===== src/torque_off_map.svh =====
// Operation
// Gate drive enabled only while both safety channels are active.
// Both channels inactive puts the block in torque-off, gate drive blocked.
// Diagnostics compare channels; mismatch or internal defect commands switch-off.
// Channel disagreement ends in safe turn-off within 1600 ms.
// Diagnostic error latches; only a supply cycle clears it.
// A status output reflects the torque-off function state.
// Either channel inactive alone switches the output stage off.
// Controller switches both channels together on every journey.
// Skew up to 120 ms between channels raises no fault.
// Skew beyond the limit first raises channel fault code 533.
// Controller may abort travel on seeing the channel fault.
// Persisting mismatch gives diagnostic shutdown 960 within 190 to 1480 ms.
// Drive resumes automatically once both channels return; no confirmation.
// Torque-off applies no active braking; the drive coasts.
// Intervals timed by an internal counter that restarts on channel agreement.
`ifndef TORQUE_OFF_MAP_SVH
`define TORQUE_OFF_MAP_SVH
`define CLK_PERIOD_PS    5000
`define SKEW_LIMIT_MS    120
`define SHUTDOWN_WAIT_MS 630
`define SKEW_CYCLES      (`SKEW_LIMIT_MS * 64'd1000000000 / `CLK_PERIOD_PS)
`define SHUTDOWN_CYCLES  (`SHUTDOWN_WAIT_MS * 64'd1000000000 / `CLK_PERIOD_PS)
`define CODE_NONE        12'h000
`define CODE_CH_FAULT    12'h215
`define CODE_DIAG        12'h3c0
`define CODE_W           12
`endif


===== src/torque_off_pkg.sv =====
package torque_off_pkg;
  typedef enum logic [2:0] {
    st_off,
    st_run,
    st_skew,
    st_fault,
    st_locked
  } mon_state_t;
endpackage


===== src/skew_timer_if.sv =====
`timescale 1ns/1ps
`default_nettype none
interface skew_timer_if #(parameter int W = 40);
  logic         restart;
  logic         run;
  logic [W-1:0] count;
  modport owner (output restart, output run, input count);
  modport timer (input restart, input run, output count);
endinterface
`default_nettype wire


===== src/torque_off_monitor.sv =====
`timescale 1ns/1ps
`default_nettype none
`include "torque_off_map.svh"
module torque_off_monitor #(
  parameter longint SKEW_CYCLES     = `SKEW_CYCLES,
  parameter longint SHUTDOWN_CYCLES = `SHUTDOWN_CYCLES
) (
  input  wire logic                       ref_clk,
  input  wire logic                       srst,
  input  wire logic                       clk_en,
  input  wire logic                       safe_off_channel_first,
  input  wire logic                       safe_off_channel_second,
  input  wire logic                       hw_defect,
  output var  logic                       gate_enable,
  output var  logic                       torque_off_status_output,
  output var  logic                       channel_fault,
  output var  logic                       diag_locked,
  output var  logic [`CODE_W-1:0]         error_code,
  output var  torque_off_pkg::mon_state_t state
);
  import torque_off_pkg::*;

  localparam int TW = 40;

  initial begin
    if (SKEW_CYCLES < 1 || SHUTDOWN_CYCLES < 1 || SKEW_CYCLES >= (64'd1 << TW) ||
        SHUTDOWN_CYCLES >= (64'd1 << TW)) begin
      $error("torque_off_monitor: timing parameter out of range");
    end
  end

  localparam logic [TW-1:0] SKEW_LIM = SKEW_CYCLES[TW-1:0];
  localparam logic [TW-1:0] SHUT_LIM = SHUTDOWN_CYCLES[TW-1:0];

  skew_timer_if #(.W(TW)) tmr ();

  skew_timer #(.W(TW)) u_timer (
    .ref_clk (ref_clk),
    .srst    (srst),
    .clk_en  (clk_en),
    .tmr     (tmr.timer)
  );

  logic                both_on;
  logic                both_off;
  logic                differ;
  mon_state_t          next_state;
  logic                next_gate_enable;
  logic                next_status;
  logic                next_channel_fault;
  logic                next_diag_locked;
  logic [`CODE_W-1:0]  next_error_code;

  assign both_on  = safe_off_channel_first & safe_off_channel_second;
  assign both_off = ~safe_off_channel_first & ~safe_off_channel_second;
  assign differ   = safe_off_channel_first ^ safe_off_channel_second;

  always_comb begin
    next_state  = state;
    tmr.restart = 1'b0;
    tmr.run     = 1'b0;
    next_channel_fault = channel_fault;
    next_diag_locked   = diag_locked;
    next_error_code    = error_code;
    case (state)
      st_off, st_run: begin
        tmr.restart = 1'b1;
        if (hw_defect) begin
          next_state       = st_locked;
          next_diag_locked = 1'b1;
          next_error_code  = `CODE_DIAG;
        end else if (differ) begin
          next_state = st_skew;
        end else if (both_on) begin
          next_state = st_run;
        end else begin
          next_state = st_off;
        end
      end
      st_skew: begin
        tmr.run = 1'b1;
        if (hw_defect) begin
          next_state       = st_locked;
          next_diag_locked = 1'b1;
          next_error_code  = `CODE_DIAG;
        end else if (!differ) begin
          tmr.restart = 1'b1;
          next_state  = both_on ? st_run : st_off;
        end else if (tmr.count >= SKEW_LIM - 1) begin
          tmr.restart        = 1'b1;
          next_state         = st_fault;
          next_channel_fault = 1'b1;
          next_error_code    = `CODE_CH_FAULT;
        end
      end
      st_fault: begin
        tmr.run = 1'b1;
        if (hw_defect || (differ && tmr.count >= SHUT_LIM - 1)) begin
          next_state       = st_locked;  // see
          next_diag_locked = 1'b1;
          next_error_code  = `CODE_DIAG;
        end else if (!differ) begin
          tmr.restart        = 1'b1;
          next_channel_fault = 1'b0;
          next_error_code    = `CODE_NONE;
          next_state         = both_on ? st_run : st_off;
        end
      end
      st_locked: begin
        next_state = st_locked;
      end
      default: begin
        next_state = st_locked;
      end
    endcase
    // Either channel low alone drops gate drive; no braking, drive coasts
    next_gate_enable = both_on && (next_state == st_run || next_state == st_skew ||
                                   next_state == st_fault) && !next_diag_locked;  // see see
    next_status      = ~next_gate_enable;
  end

  always_ff @(posedge ref_clk) begin
    if (srst) begin
      state                    <= st_off;
      gate_enable              <= 1'b0;
      torque_off_status_output <= 1'b1;
      channel_fault            <= 1'b0;
      diag_locked              <= 1'b0;
      error_code               <= `CODE_NONE;
    end else if (clk_en) begin
      state                    <= next_state;
      gate_enable              <= next_gate_enable;
      torque_off_status_output <= next_status;
      channel_fault            <= next_channel_fault;
      diag_locked              <= next_diag_locked;
      error_code               <= next_error_code;
    end
  end

  // Assertions
  a_gate_needs_both: assert property (@(posedge ref_clk) disable iff (srst)
    clk_en && !both_on |=> !gate_enable) else $error("gate on without both channels");
  a_both_off_blocks: assert property (@(posedge ref_clk) disable iff (srst)
    clk_en && both_off |=> !gate_enable && torque_off_status_output)
    else $error("both off did not block");
  a_lock_holds: assert property (@(posedge ref_clk) disable iff (srst)
    diag_locked |=> diag_locked && !gate_enable && error_code == `CODE_DIAG)
    else $error("lock released");
  a_status_tracks: assert property (@(posedge ref_clk) disable iff (srst)
    torque_off_status_output == !gate_enable) else $error("status mismatch");
  a_defect_locks: assert property (@(posedge ref_clk) disable iff (srst)
    clk_en && hw_defect |=> diag_locked) else $error("defect not locked");
  a_fault_first: assert property (@(posedge ref_clk) disable iff (srst)
    $rose(diag_locked) && !$past(hw_defect) |-> $past(channel_fault))
    else $error("shutdown without prior fault");
  a_skew_quiet: assert property (@(posedge ref_clk) disable iff (srst)
    state == st_skew && tmr.count < SKEW_LIM - 1 |=> !channel_fault)
    else $error("fault inside tolerance");
  a_shutdown_time: assert property (@(posedge ref_clk) disable iff (srst)
    state == st_fault && differ && clk_en && tmr.count >= SHUT_LIM - 1 |=> diag_locked)
    else $error("shutdown late");
  a_resume_auto: assert property (@(posedge ref_clk) disable iff (srst)
    clk_en && state == st_off && both_on && !hw_defect |=> gate_enable)
    else $error("no automatic resume");
  a_timer_restart: assert property (@(posedge ref_clk) disable iff (srst)
    clk_en && state == st_run |=> tmr.count == '0) else $error("timer not restarted");

  c_run: cover property (@(posedge ref_clk) disable iff (srst) $rose(gate_enable));
  c_fault: cover property (@(posedge ref_clk) disable iff (srst) $rose(channel_fault));
  c_lock: cover property (@(posedge ref_clk) disable iff (srst) $rose(diag_locked));
  c_recover: cover property (@(posedge ref_clk) disable iff (srst) $fell(channel_fault));
endmodule
`default_nettype wire


===== src/skew_timer.sv =====
`timescale 1ns/1ps
`default_nettype none
module skew_timer #(
  parameter int W = 40
) (
  input wire logic     ref_clk,
  input wire logic     srst,
  input wire logic     clk_en,
  skew_timer_if.timer  tmr
);
  logic [W-1:0] next_count;

  always_comb begin
    next_count = tmr.count;
    if (tmr.restart) begin
      next_count = '0;
    end else if (tmr.run && tmr.count != {W{1'b1}}) begin
      next_count = tmr.count + {{(W-1){1'b0}}, 1'b1};
    end
  end

  always_ff @(posedge ref_clk) begin
    if (srst) begin
      tmr.count <= '0;
    end else if (clk_en) begin
      tmr.count <= next_count;
    end
  end
endmodule
`default_nettype wire


===== config.mk =====
export PLATFORM = sky130hd
export DESIGN_NAME = torque_off_monitor
export DESIGN_NICKNAME = d
export VERILOG_FILES = /design/src/torque_off_pkg.sv /design/src/skew_timer_if.sv /design/src/torque_off_monitor.sv /design/src/skew_timer.sv
export VERILOG_INCLUDE_DIRS = /design/src
export SDC_FILE = /design/constraint.sdc
export NUM_CORES = 1
export LEC_CHECK = 0
export CAP_MARGIN = 25
export CELL_PAD_IN_SITES_DETAIL_PLACEMENT = 0
export CELL_PAD_IN_SITES_GLOBAL_PLACEMENT = 1
export CORE_UTILIZATION = 35
export DETAILED_ROUTE_END_ITERATION = 10
export DONT_BUFFER_PORTS = 1
export GPL_TIMING_DRIVEN = 0
export PLACE_DENSITY = 0.66
export RECOVER_POWER = 50
export SLEW_MARGIN = 0
export SYNTH_ARGS = -nofsm -noshare
export SYNTH_HDL_FRONTEND = slang
export SYNTH_SLANG_ARGS = --single-unit

===== constraint.sdc =====
create_clock -name ref_clk -period 1.9 [get_ports ref_clk]
set_input_delay 0.095 -clock ref_clk [delete_from_list [all_inputs] [get_ports ref_clk]]
set_output_delay 0.095 -clock ref_clk [all_outputs]
set_load 0.02 [all_outputs]

Word-level counts from Yosys, hierarchy flattened

Cells that the tools add are included.

Output and inout bits: 19
Register bits after elaboration: 59
Input port bits: 6

Bitwise gates (word level): 3
Muxes and demuxes: 34
Reductions and logical operators: 18
Equality and inequality tests: 16
$lt $le $gt $ge: 2
Add/subtract/negate cells: 1

Operators with widths:

| operator              | number |
|---|---|
| $mux 40               | 2 |
| $mux 12               | 6 |
| $add 40x1->40 const B | 1 |
| $ge 40x25->1 const B  | 1 |
| $ge 40x27->1 const B  | 1 |
| $ne 40x40->1 const B  | 1 |
| $pmux 12 s3           | 1 |
| $mux 3                | 6 |
| $mux 1                | 14 |
| $eq 3x2->1 const B    | 4 |
| $ne 2x2->1 const B    | 6 |
| $ne 3x3->1 const B    | 3 |
| $pmux 3 s3            | 1 |
| $reduce_and 7->1      | 1 |
| $eq 3x1->1 const B    | 2 |
| $reduce_and 6->1      | 1 |
| $logic_and 1x1->1     | 4 |
| $pmux 1 s2            | 2 |
| $reduce_bool 2->1     | 2 |
| $reduce_or 2->1       | 2 |
| $logic_not 3->1       | 1 |
| $logic_or 1x1->1      | 3 |
| $pmux 1 s3            | 1 |
| $reduce_bool 3->1     | 1 |
| other kinds (7)       | 7 |

Logic depth before layout (Yosys ltp)

Gate-level depths: netlist (run 1).

Depth after elaboration: 11
Depth in mapped cells: 10

By module

Synthesis (run 1) repeated with hierarchy kept, for this count alone.

Cell total of the unflattened synthesis: 414
Area total of the unflattened synthesis: 3261.9 sq um

By module, submodules not included:

| module             | times used | cells an instance | sequential area each (sq um) | area an instance (sq um) |
|---|---|---|---|---|
| skew_timer         | 1          | 300               | 800.8                        | 2412.3 |
| torque_off_monitor | 1          | 114               | 200.2                        | 849.6 |

Worst setup path after synthesis (run 1)

Ideal clock, no wire load.

Path kind: register to register
Start point: reg u_timer.tmr.count[11]
End point: reg u_timer.tmr.count[31]
Path buffers: 3
Clock period less this slack: 2.049 ns
Setup slack: -0.149 ns
Setup time: 0.128 ns
Data required time: 1.772 ns
Cell stages (with the launch flop): 11
Arrival: 1.921 ns
Path through: dfxtp_1 clkbuf_1 nand2_1 nor4_2 nand4_1 o21a_1 buf_6 buf_6 o2111ai_2 xor2_1 nor2_1

Cells in the longest elaborated chain, start to end: 7

Ends and longest elaborated chain:

| what                                                | line                                               | RTL |
|---|---|---|
| start, declared                                     | skew_timer_if.sv:8                                 | `modport timer (input restart, input run, output count);` |
| start signal, assigned                              | skew_timer.sv:26                                   | `tmr.count <= next_count;` |
| $ge 40x25->1 / $ge 40x27->1 (equally long branches) | torque_off_monitor.sv:89, torque_off_monitor.sv:98 |  |
| $mux 1 / $logic_and 1x1->1 (equally long branches)  | torque_off_monitor.sv:89, torque_off_monitor.sv:98 |  |
| $mux 1 / $logic_or 1x1->1 (equally long branches)   | torque_off_monitor.sv:86, torque_off_monitor.sv:98 |  |
| $mux 1 (on tied branches)                           | torque_off_monitor.sv:82, torque_off_monitor.sv:98 |  |
| $pmux 1 s3                                          | torque_off_monitor.sv:65                           | `case (state)` |
| $reduce_bool 2->1 (no line)                         | -                                                  |  |
| $reduce_and 2->1 (no line)                          | -                                                  |  |

Parallel ways exist; a longest one is shown, timed or not. The select of a mux whose other input is x is not followed.
A chain may end at the register's enable or synchronous reset.

Worst setup path after layout (run 1)

Start point: reg u_timer.tmr.count[1]
End point: reg u_timer.tmr.count[39]

The elaborated chain is that of the path after synthesis.

==> results of run 1 <==
power groups by stage:
| stage | Clock, uW | Combinational, uW | Sequential (uW) |
|---|---|---|---|
| after floorplan | 0 | 123 | 1100 |
| after global placement | 0 | 159 | 1100 |
| after detailed placement | 0 | 158 | 1100 |
| after CTS | 810 | 219 | 1060 |
| after global routing | 859 | 294 | 1060 |
| final | 789 | 277 | 1050 |
cells by family after synthesis:
group,after synthesis
simple gates,144
compound gates,81
flops,50
buf+inv,35
xor+xnor,28
fa+ha+maj,2
other cells,1
mux,1
cells in the mapped netlist, types with 3 or more instances:
cell type	instances
o21a_1	3
nand3_1	7
o2111ai_2	3
nor4_1	5
a21oi_1	20
and2_1	3
buf_6	4
o2111ai_1	6
dfxtp_1	50
nand2_1	23
o211ai_2	6
nor3_2	3
o21ai_1	6
nor3_1	9
clkbuf_1	9
buf_4	10
nor2_1	51
and3_1	6
xor2_1	27
o21ai_0	14
nand2b_1	4
nand4_1	12
inv_1	10
or3_1	13
worst paths after layout:
kind	cells after the start	start	slack, ns	endpoint
max reg2reg	9	u_timer.tmr.count[1]	-0.27	u_timer.tmr.count[39]
min reg2reg	2	u_timer.tmr.count[22]	0.53	u_timer.tmr.count[22]
min	2	clk_en	0.00008	state[1]
max	9	u_timer.tmr.count[1]	-0.27	u_timer.tmr.count[39]
worst max-delay path, cell delays in order (launching register included):
cell	delay (ns)
dfxtp_4	0.38
ha_4	0.15
nand2_4	0.07
o311ai_4	0.31
a311oi_4	0.15
o22ai_4	0.17
buf_12	0.17
o211ai_1	0.18
or3_1	0.40
a21oi_2	0.12
per-layer routing:
layer / track usage / vias to the layer above
met3: 0.0357 / 10
li1: - / 1351
met1: 0.253 / 1292
met4: 0.0625 / 0
met2: 0.336 / 51
met5: 0 / -
final cells by class:
type                       instances  area, um2
clock inverter                     3       43.8
inverter                          10       37.5
multi-input combinational        262       2230
fill                             704       3420
buffer                            22        241
clock buffer                       5       68.8
tap                              102        128
timing repair buffer              54        513
sequential                        50       1080
state kept, by name, indices dropped and copies added (netlist names):
register                  flops
diag_locked                   1
torque_off_status_output      1
channel_fault                 1
gate_enable                   1
error_code                    3
u_timer.tmr.count            40
state                         3
through the flow:
step | util | worst slack [ns] | area (um2) | setup TNS [ns]
floorplan | - | -0.0456 | 2950 | -0.353
global placement | 0.396 | -0.510 | 3080 | -18.92
detailed placement | 0.396 | -0.470 | 3080 | -18.17
CTS | 0.507 | -0.245 | 3940 | -8.47
global route | 0.560 | -0.421 | 4350 | -15.20
finish | 0.560 | -0.268 | 4350 | -9.46
timing repair:
| action | CTS | global route |
|---|---|---|
| hold endpoints to repair | 2 | 0 |
| buffers inserted | 37 | 17 |
| hold buffers | 1 | 0 |
| gates cloned | 2 | 2 |
| setup endpoints to repair | 50 | 50 |
| resized for setup | 100 | 81 |
| pin swaps | 46 | 79 |
==> results.yml, run 1 <==
worst_setup_path:
  cp_max_fo: 6
  crit_required_ns: 2.15
  critical_path_class: "flop to flop"
  critPathArrivalTime_ns: 2.42
  setup.worst_path.end_class: "flop"
  timing.critical_path.from_type: "flop"
cts:
  clock_latency_ns: 0.32
  cts_num_sinks: 50
  cts.clk_slew.worst_paths_ns: 0.10
  root_buffer: "clkbuf_8"
  clockBufferDepth: 2
  clock_tree_from_tritoncts: "done"
  cts_inserted_buffers: 5
  h-tree-depth: 2
power_and_ir_drop:
  power_share_of_the_combinational_group: 0.131
  power.share.clock: 0.372
  irDropWorstVdd_mv: 0.396
  switching_power_uw: 565
  seq_power_share: 0.497
  post-layout-total-power_uw: 2120
  power_report.internal_total_uw: 1560
  switching_share: 0.266
  cellPowerDensity_mw_per_mm2: 488
  cellLeakagePower_uw: 0.00161
logic_synthesis:
  arithmetic_cell_share_of_the_synthesized_area_counting_full_adders_half_adders_and_majority_gates: 0.00887
  yosys_synthesis_warning_count: 0
  synth-edff-count: 0
  yosysTopAreaCell: "dfxtp_1"
  synthXorXnorAreaFrac: 0.0869
  ys.flop_type: "dfxtp_1"
  synthesis.instances: 342
  synth_cell_types: 54
  mappedNetlistArea_mm2: 0.00282
  yosys_register_bits: 50
  dominant_combinational_cell_family_by_area_after_synthesis: "simple AND/OR/NAND/NOR gates"
  seq_area_frac_synth: 0.355
  synth_largest_type_area_fraction: 0.355
  mean_syn_cell_area_um2: 8.25
  ys_async_sr_fraction: 0
  yosys.area_share.simple: 0.262
  complex_gate_fraction_of_the_synthesized_area: 0.212
  share_of_cell_area_taken_by_muxes_after_synthesis: 0.00355
  synth_top_cells_by_area: "dfxtp_1, xor2_1, nor2_1"
routing:
  drt-met1-wl_mm: 3.92
  top_signal_layer_used: "met4"
  wl_per_cell_um: 16.2
  dr_wl_met3_um: 230
  ant_nets: 0
  vias: 2704
  via_to_cell_ratio: 5.32
  detailed_route_wire_length_mm: 8.22
  detailroute.wirelength.met2_mm: 3.96
  detailedRoute.firstIterationViolations: 112
  remaining_drc_errors: 0
  drt_first_pass_iters: 4
timing:
  hold_violations: 0
  fin_skew_ns: 0.0115
  post-route-period-util: 1.14
  slew_viol_final: 0
  max_clock_freq_mhz: 461
  final.min_clock_period_ns: 2.17
  hold-worst-slack_ns: 0.0000760
  timing.final.setup_violations: 50
  rsz0062_at_grt: "true"
  worst_setup_margin_ns: -0.268
floorplanning:
  design.die.area_mm2: 0.00842
  die_h_um: 91.8
  std_cell_rows: 32
  floorplan.die.width_um: 91.8
  floorplan.initialDensity: 0.363
  ios: 25
  core_area_mm2: 0.00777
global_route:
  track_usage: 0.198
  global_route.overflow_total: 0
  via_count_of_the_first_global_routing_pass: 2623
  pin_count_of_the_biggest_net_entering_global_routing: 17
  grt_pass1_wl_mm: 13.3
  grt_antenna_before_repair: 0
layout:
  post_route_cells_drive_above_1_share: 0.495
  insertedDiodeCount: 0
  finalNonFillerCells: 508
  syn2layout_area_growth_pct: 54.1
  nets: 413
  layout_common_cells: "buf_4, nor2_1, xor2_1, dfxtp_1, nand2_1"
  mostFrequentLayoutCell: "buf_4"
placement:
  routabilityCongestion: 0.788
  dp.cells: 448
  detailedPlacementHpwl_mm: 5.00
  io_buffers: 0
status:
  status: "finished, violations left"
  violations_in_the_final_reports: "negative setup slack"
run:
  cap_viol_max_count: 0
worst_hold_path:
  hold_path_class: "input port to flop"
(Power assumes the default switching activity.)
==> run 2: changes to the inputs <==
--- a/config.mk
+++ b/config.mk
@@ -6,6 +6,7 @@
 export SDC_FILE = /design/constraint.sdc
 export NUM_CORES = 1
 export LEC_CHECK = 0
+export ABC_AREA = 1
 export CAP_MARGIN = 25
 export CELL_PAD_IN_SITES_DETAIL_PLACEMENT = 0
 export CELL_PAD_IN_SITES_GLOBAL_PLACEMENT = 1
@@ -13,7 +14,7 @@
 export DETAILED_ROUTE_END_ITERATION = 10
 export DONT_BUFFER_PORTS = 1
 export GPL_TIMING_DRIVEN = 0
-export PLACE_DENSITY = 0.66
+export PLACE_DENSITY = 0.7
 export RECOVER_POWER = 50
 export SLEW_MARGIN = 0
 export SYNTH_ARGS = -nofsm -noshare
==> results.yml, run 2 <==
status:
  status: "finished, violations left"
  violations_in_the_final_reports: "negative hold slack, negative setup slack"
cts:
  clockBufferDepth: 2
  cts_num_sinks: 50
  clock_tree_from_tritoncts: "done"
  clock_latency_ns: 0.34
  cts.clk_slew.worst_paths_ns: 0.11
  cts_inserted_buffers: 5
  root_buffer: "clkbuf_8"
  h-tree-depth: 2
logic_synthesis:
  seq_area_frac_synth: 0.266
  synth_largest_type_area_fraction: 0.266
  synthesis.instances: 605
  synth_common_cells: "nand2_1, nor2_1, nand3_1, inv_1, dfxtp_1"
  mappedNetlistArea_mm2: 0.00376
  synthMostInstantiatedCell: "nand2_1"
  mean_syn_cell_area_um2: 6.22
  ys.flop_type: "dfxtp_1"
  synth_top_cells_by_area: "dfxtp_1, nand2_1, nor2_1"
  synth-edff-count: 0
  synth_cell_types: 31
  yosys_register_bits: 50
  yosys_synthesis_warning_count: 0
  ys_async_sr_fraction: 0
  yosysTopAreaCell: "dfxtp_1"
placement:
  placed_area_mm2: 0.00395
  detailedPlacementHpwl_mm: 9.61
  routabilityCongestion: 0.904
  dp.cells: 745
  io_buffers: 0
  place_ws_ns: -0.477
timing:
  timing.final.setup_violations: 27
  post-route-period-util: 1.04
  hold_violations: 2
  fin_skew_ns: 0.00840
  rsz0062_at_grt: "true"
  max_clock_freq_mhz: 507
  timing_worst_slew_pin_value_ns: 0.757
  hold-worst-slack_ns: -0.0327
  slew_headroom: 0.495
  worst_setup_margin_ns: -0.0724
  final.min_clock_period_ns: 1.97
  slew_viol_final: 0
layout:
  number_of_flip_flops_under_the_largest_register_name: 40
  fin_area_mm2: 0.00490
  largest_register: "u_timer.tmr.count"
  post_route_cells_drive_above_1_share: 0.333
  mostFrequentLayoutCell: "nand2_1"
  layout_common_cells: "nand2_1, nor2_1, nand3_1, buf_4, inv_1"
  nets: 665
  layout.area.seq_mm2: 0.00111
  syn2layout_area_growth_pct: 30.1
  biggestRegsByFlops: "u_timer.tmr.count (40), error_code (3), state (3)"
  finalNonFillerCells: 794
  multiInputGateArea_mm2: 0.00271
  insertedDiodeCount: 0
  n_fill_cell: 1083
global_route:
  busiest_layer: "met2"
  grt_pass1_wl_mm: 20.0
  via_count_of_the_first_global_routing_pass: 3797
  globalRouteMet3Util: 0.0402
  pin_count_of_the_biggest_net_entering_global_routing: 19
  gr-usage-met2: 0.385
  grtUsageMet1: 0.310
  grt_antenna_before_repair: 0
  global_route.overflow_total: 0
  track_usage: 0.233
routing:
  vias: 4053
  detailedRoute.firstIterationViolations: 311
  remaining_drc_errors: 0
  wl_per_cell_um: 16.2
  drt_first_pass_iters: 7
  detailed_route_wire_length_mm: 12.9
  ant_nets: 0
  via_to_cell_ratio: 5.10
run:
  cap_viol_max_count: 0
worst_hold_path:
  hold_path_class: "input port to flop"
  worstHoldStart: "clk_en"
floorplanning:
  std_cell_rows: 37
  core_area_mm2: 0.0104
  floorplan.die.width_um: 106
  ios: 25
  die_h_um: 106
  design.die.area_mm2: 0.0112
  floorplan.initialDensity: 0.363
worst_setup_path:
  cp_max_fo: 7
  critical_path_buf_inv_count: 2
  critPathArrivalTime_ns: 2.18
  critical_path_cell_by_cell: "nand2_2 -> nor2_4 -> nand3_4 -> nor4_4 -> nand4_1 -> nand2_4 -> nand2_4 -> buf_8 -> clkbuf_16 -> nand2_2 -> a21oi_2"
  path_delay_family: "simple AND/OR/NAND/NOR gates"
  launching_point_of_the_worst_reg2reg_path: "u_timer.tmr.count[7]"
  timing.critical_path.from_type: "flop"
  cp_slowest_stage_delay_ns: 0.40
  crit_required_ns: 2.10
  crit_path_start: "u_timer.tmr.count[7]"
  cp_slowest_cell: "dfxtp_4"
  setup.worst_path.end_class: "flop"
  critical_path_class: "flop to flop"
power_and_ir_drop:
  cellLeakagePower_uw: 0.00177
  cellPowerDensity_mw_per_mm2: 462
  irDropWorstVdd_mv: 0.314
## run 2: cell types whose count changed in the layout (fill, tap and decap cells not counted), moves of 8 or more
cell,previous run,this run
a21oi_1,11,28
a21oi_2,8,18
dfxtp_1,19,9
inv_1,10,44
inv_2,0,10
nand2_1,18,119
nand2_2,3,27
nand2_4,2,10
nand3_1,6,62
nor2_1,45,95
nor2_4,4,15
nor3_1,4,12
or3_1,10,0
## run 2: worst paths after layout
| kind | to | slack [ns] | cells after the start |
|---|---|---|---|
| max | u_timer.tmr.count[25] | -0.07 | 11 |
| min | state[1] | -0.03 | 3 |
| max reg2reg | u_timer.tmr.count[25] | -0.07 | 11 |
| min reg2reg | u_timer.tmr.count[30] | 0.51 | 2 |
## run 2: where the power goes
group / leakage (uW) / internal [uW] / total [uW] / switching [uW]
Sequential: 0.000432 / 1040 / 1090 / 48.0
Combinational: 0.00129 / 183 / 467 / 284
Clock: 0.0000502 / 274 / 712 / 438
## run 2: cell type report
class,instances,share of cell area
Buffer,30,0.0514
Clock buffer,5,0.0141
Clock inverter,3,0.00588
Inverter,54,0.0414
Multi-Input combinational cell,474,0.553
Sequential cell,50,0.226
Tap cell,136,0.0348
Timing Repair Buffer,42,0.0736
## run 2: stage by stage
step | TNS (ns) | util | power, uW
3_3_place_gp | -18.56 | 0.381 | 1480
3_5_place_dp | -18.21 | 0.381 | 1480
6_report | -0.933 | 0.472 | 2260
4_1_cts | -1.15 | 0.430 | 2240
2_1_floorplan | 0 | - | 1390
5_1_grt | -5.35 | 0.472 | 2360
## run 2: worst reg2reg max path: stages (launching register included)
cell,delay (ns)
dfxtp_4,0.40
nand2_2,0.12
nor2_4,0.14
nand3_4,0.10
nor4_4,0.15
nand4_1,0.24
nand2_4,0.19
nand2_4,0.09
buf_8,0.15
clkbuf_16,0.16
nand2_2,0.06
a21oi_2,0.05
## run 2: what timing repair did
action / 4_1_cts / 5_1_grt
cloned: 0 / 2
setup endpoints to repair: 49 / 49
gates resized for setup: 103 / 74
pin swaps: 15 / 16
endpoints found under the hold margin: 4 / 4
setup buffers: 20 / 19
## run 2: routing by layer
layer  up-vias  share of wire
met1      1920           0.47
met3        12          0.037
li1       2026              -
met4         0          0.019
met5         -              0
met2        95           0.47
## run 2: cell families after synthesis
logic type	count (synthesis)	share of synthesized area
AND/OR/NAND/NOR	374	0.443
buffers and inverters	85	0.109
AO/OA/AOI/OAI	56	0.0874
flip-flops	50	0.266
XOR/XNOR	37	0.0861
adder cells (fa/ha/maj)	2	0.00665
other	1	0.000996
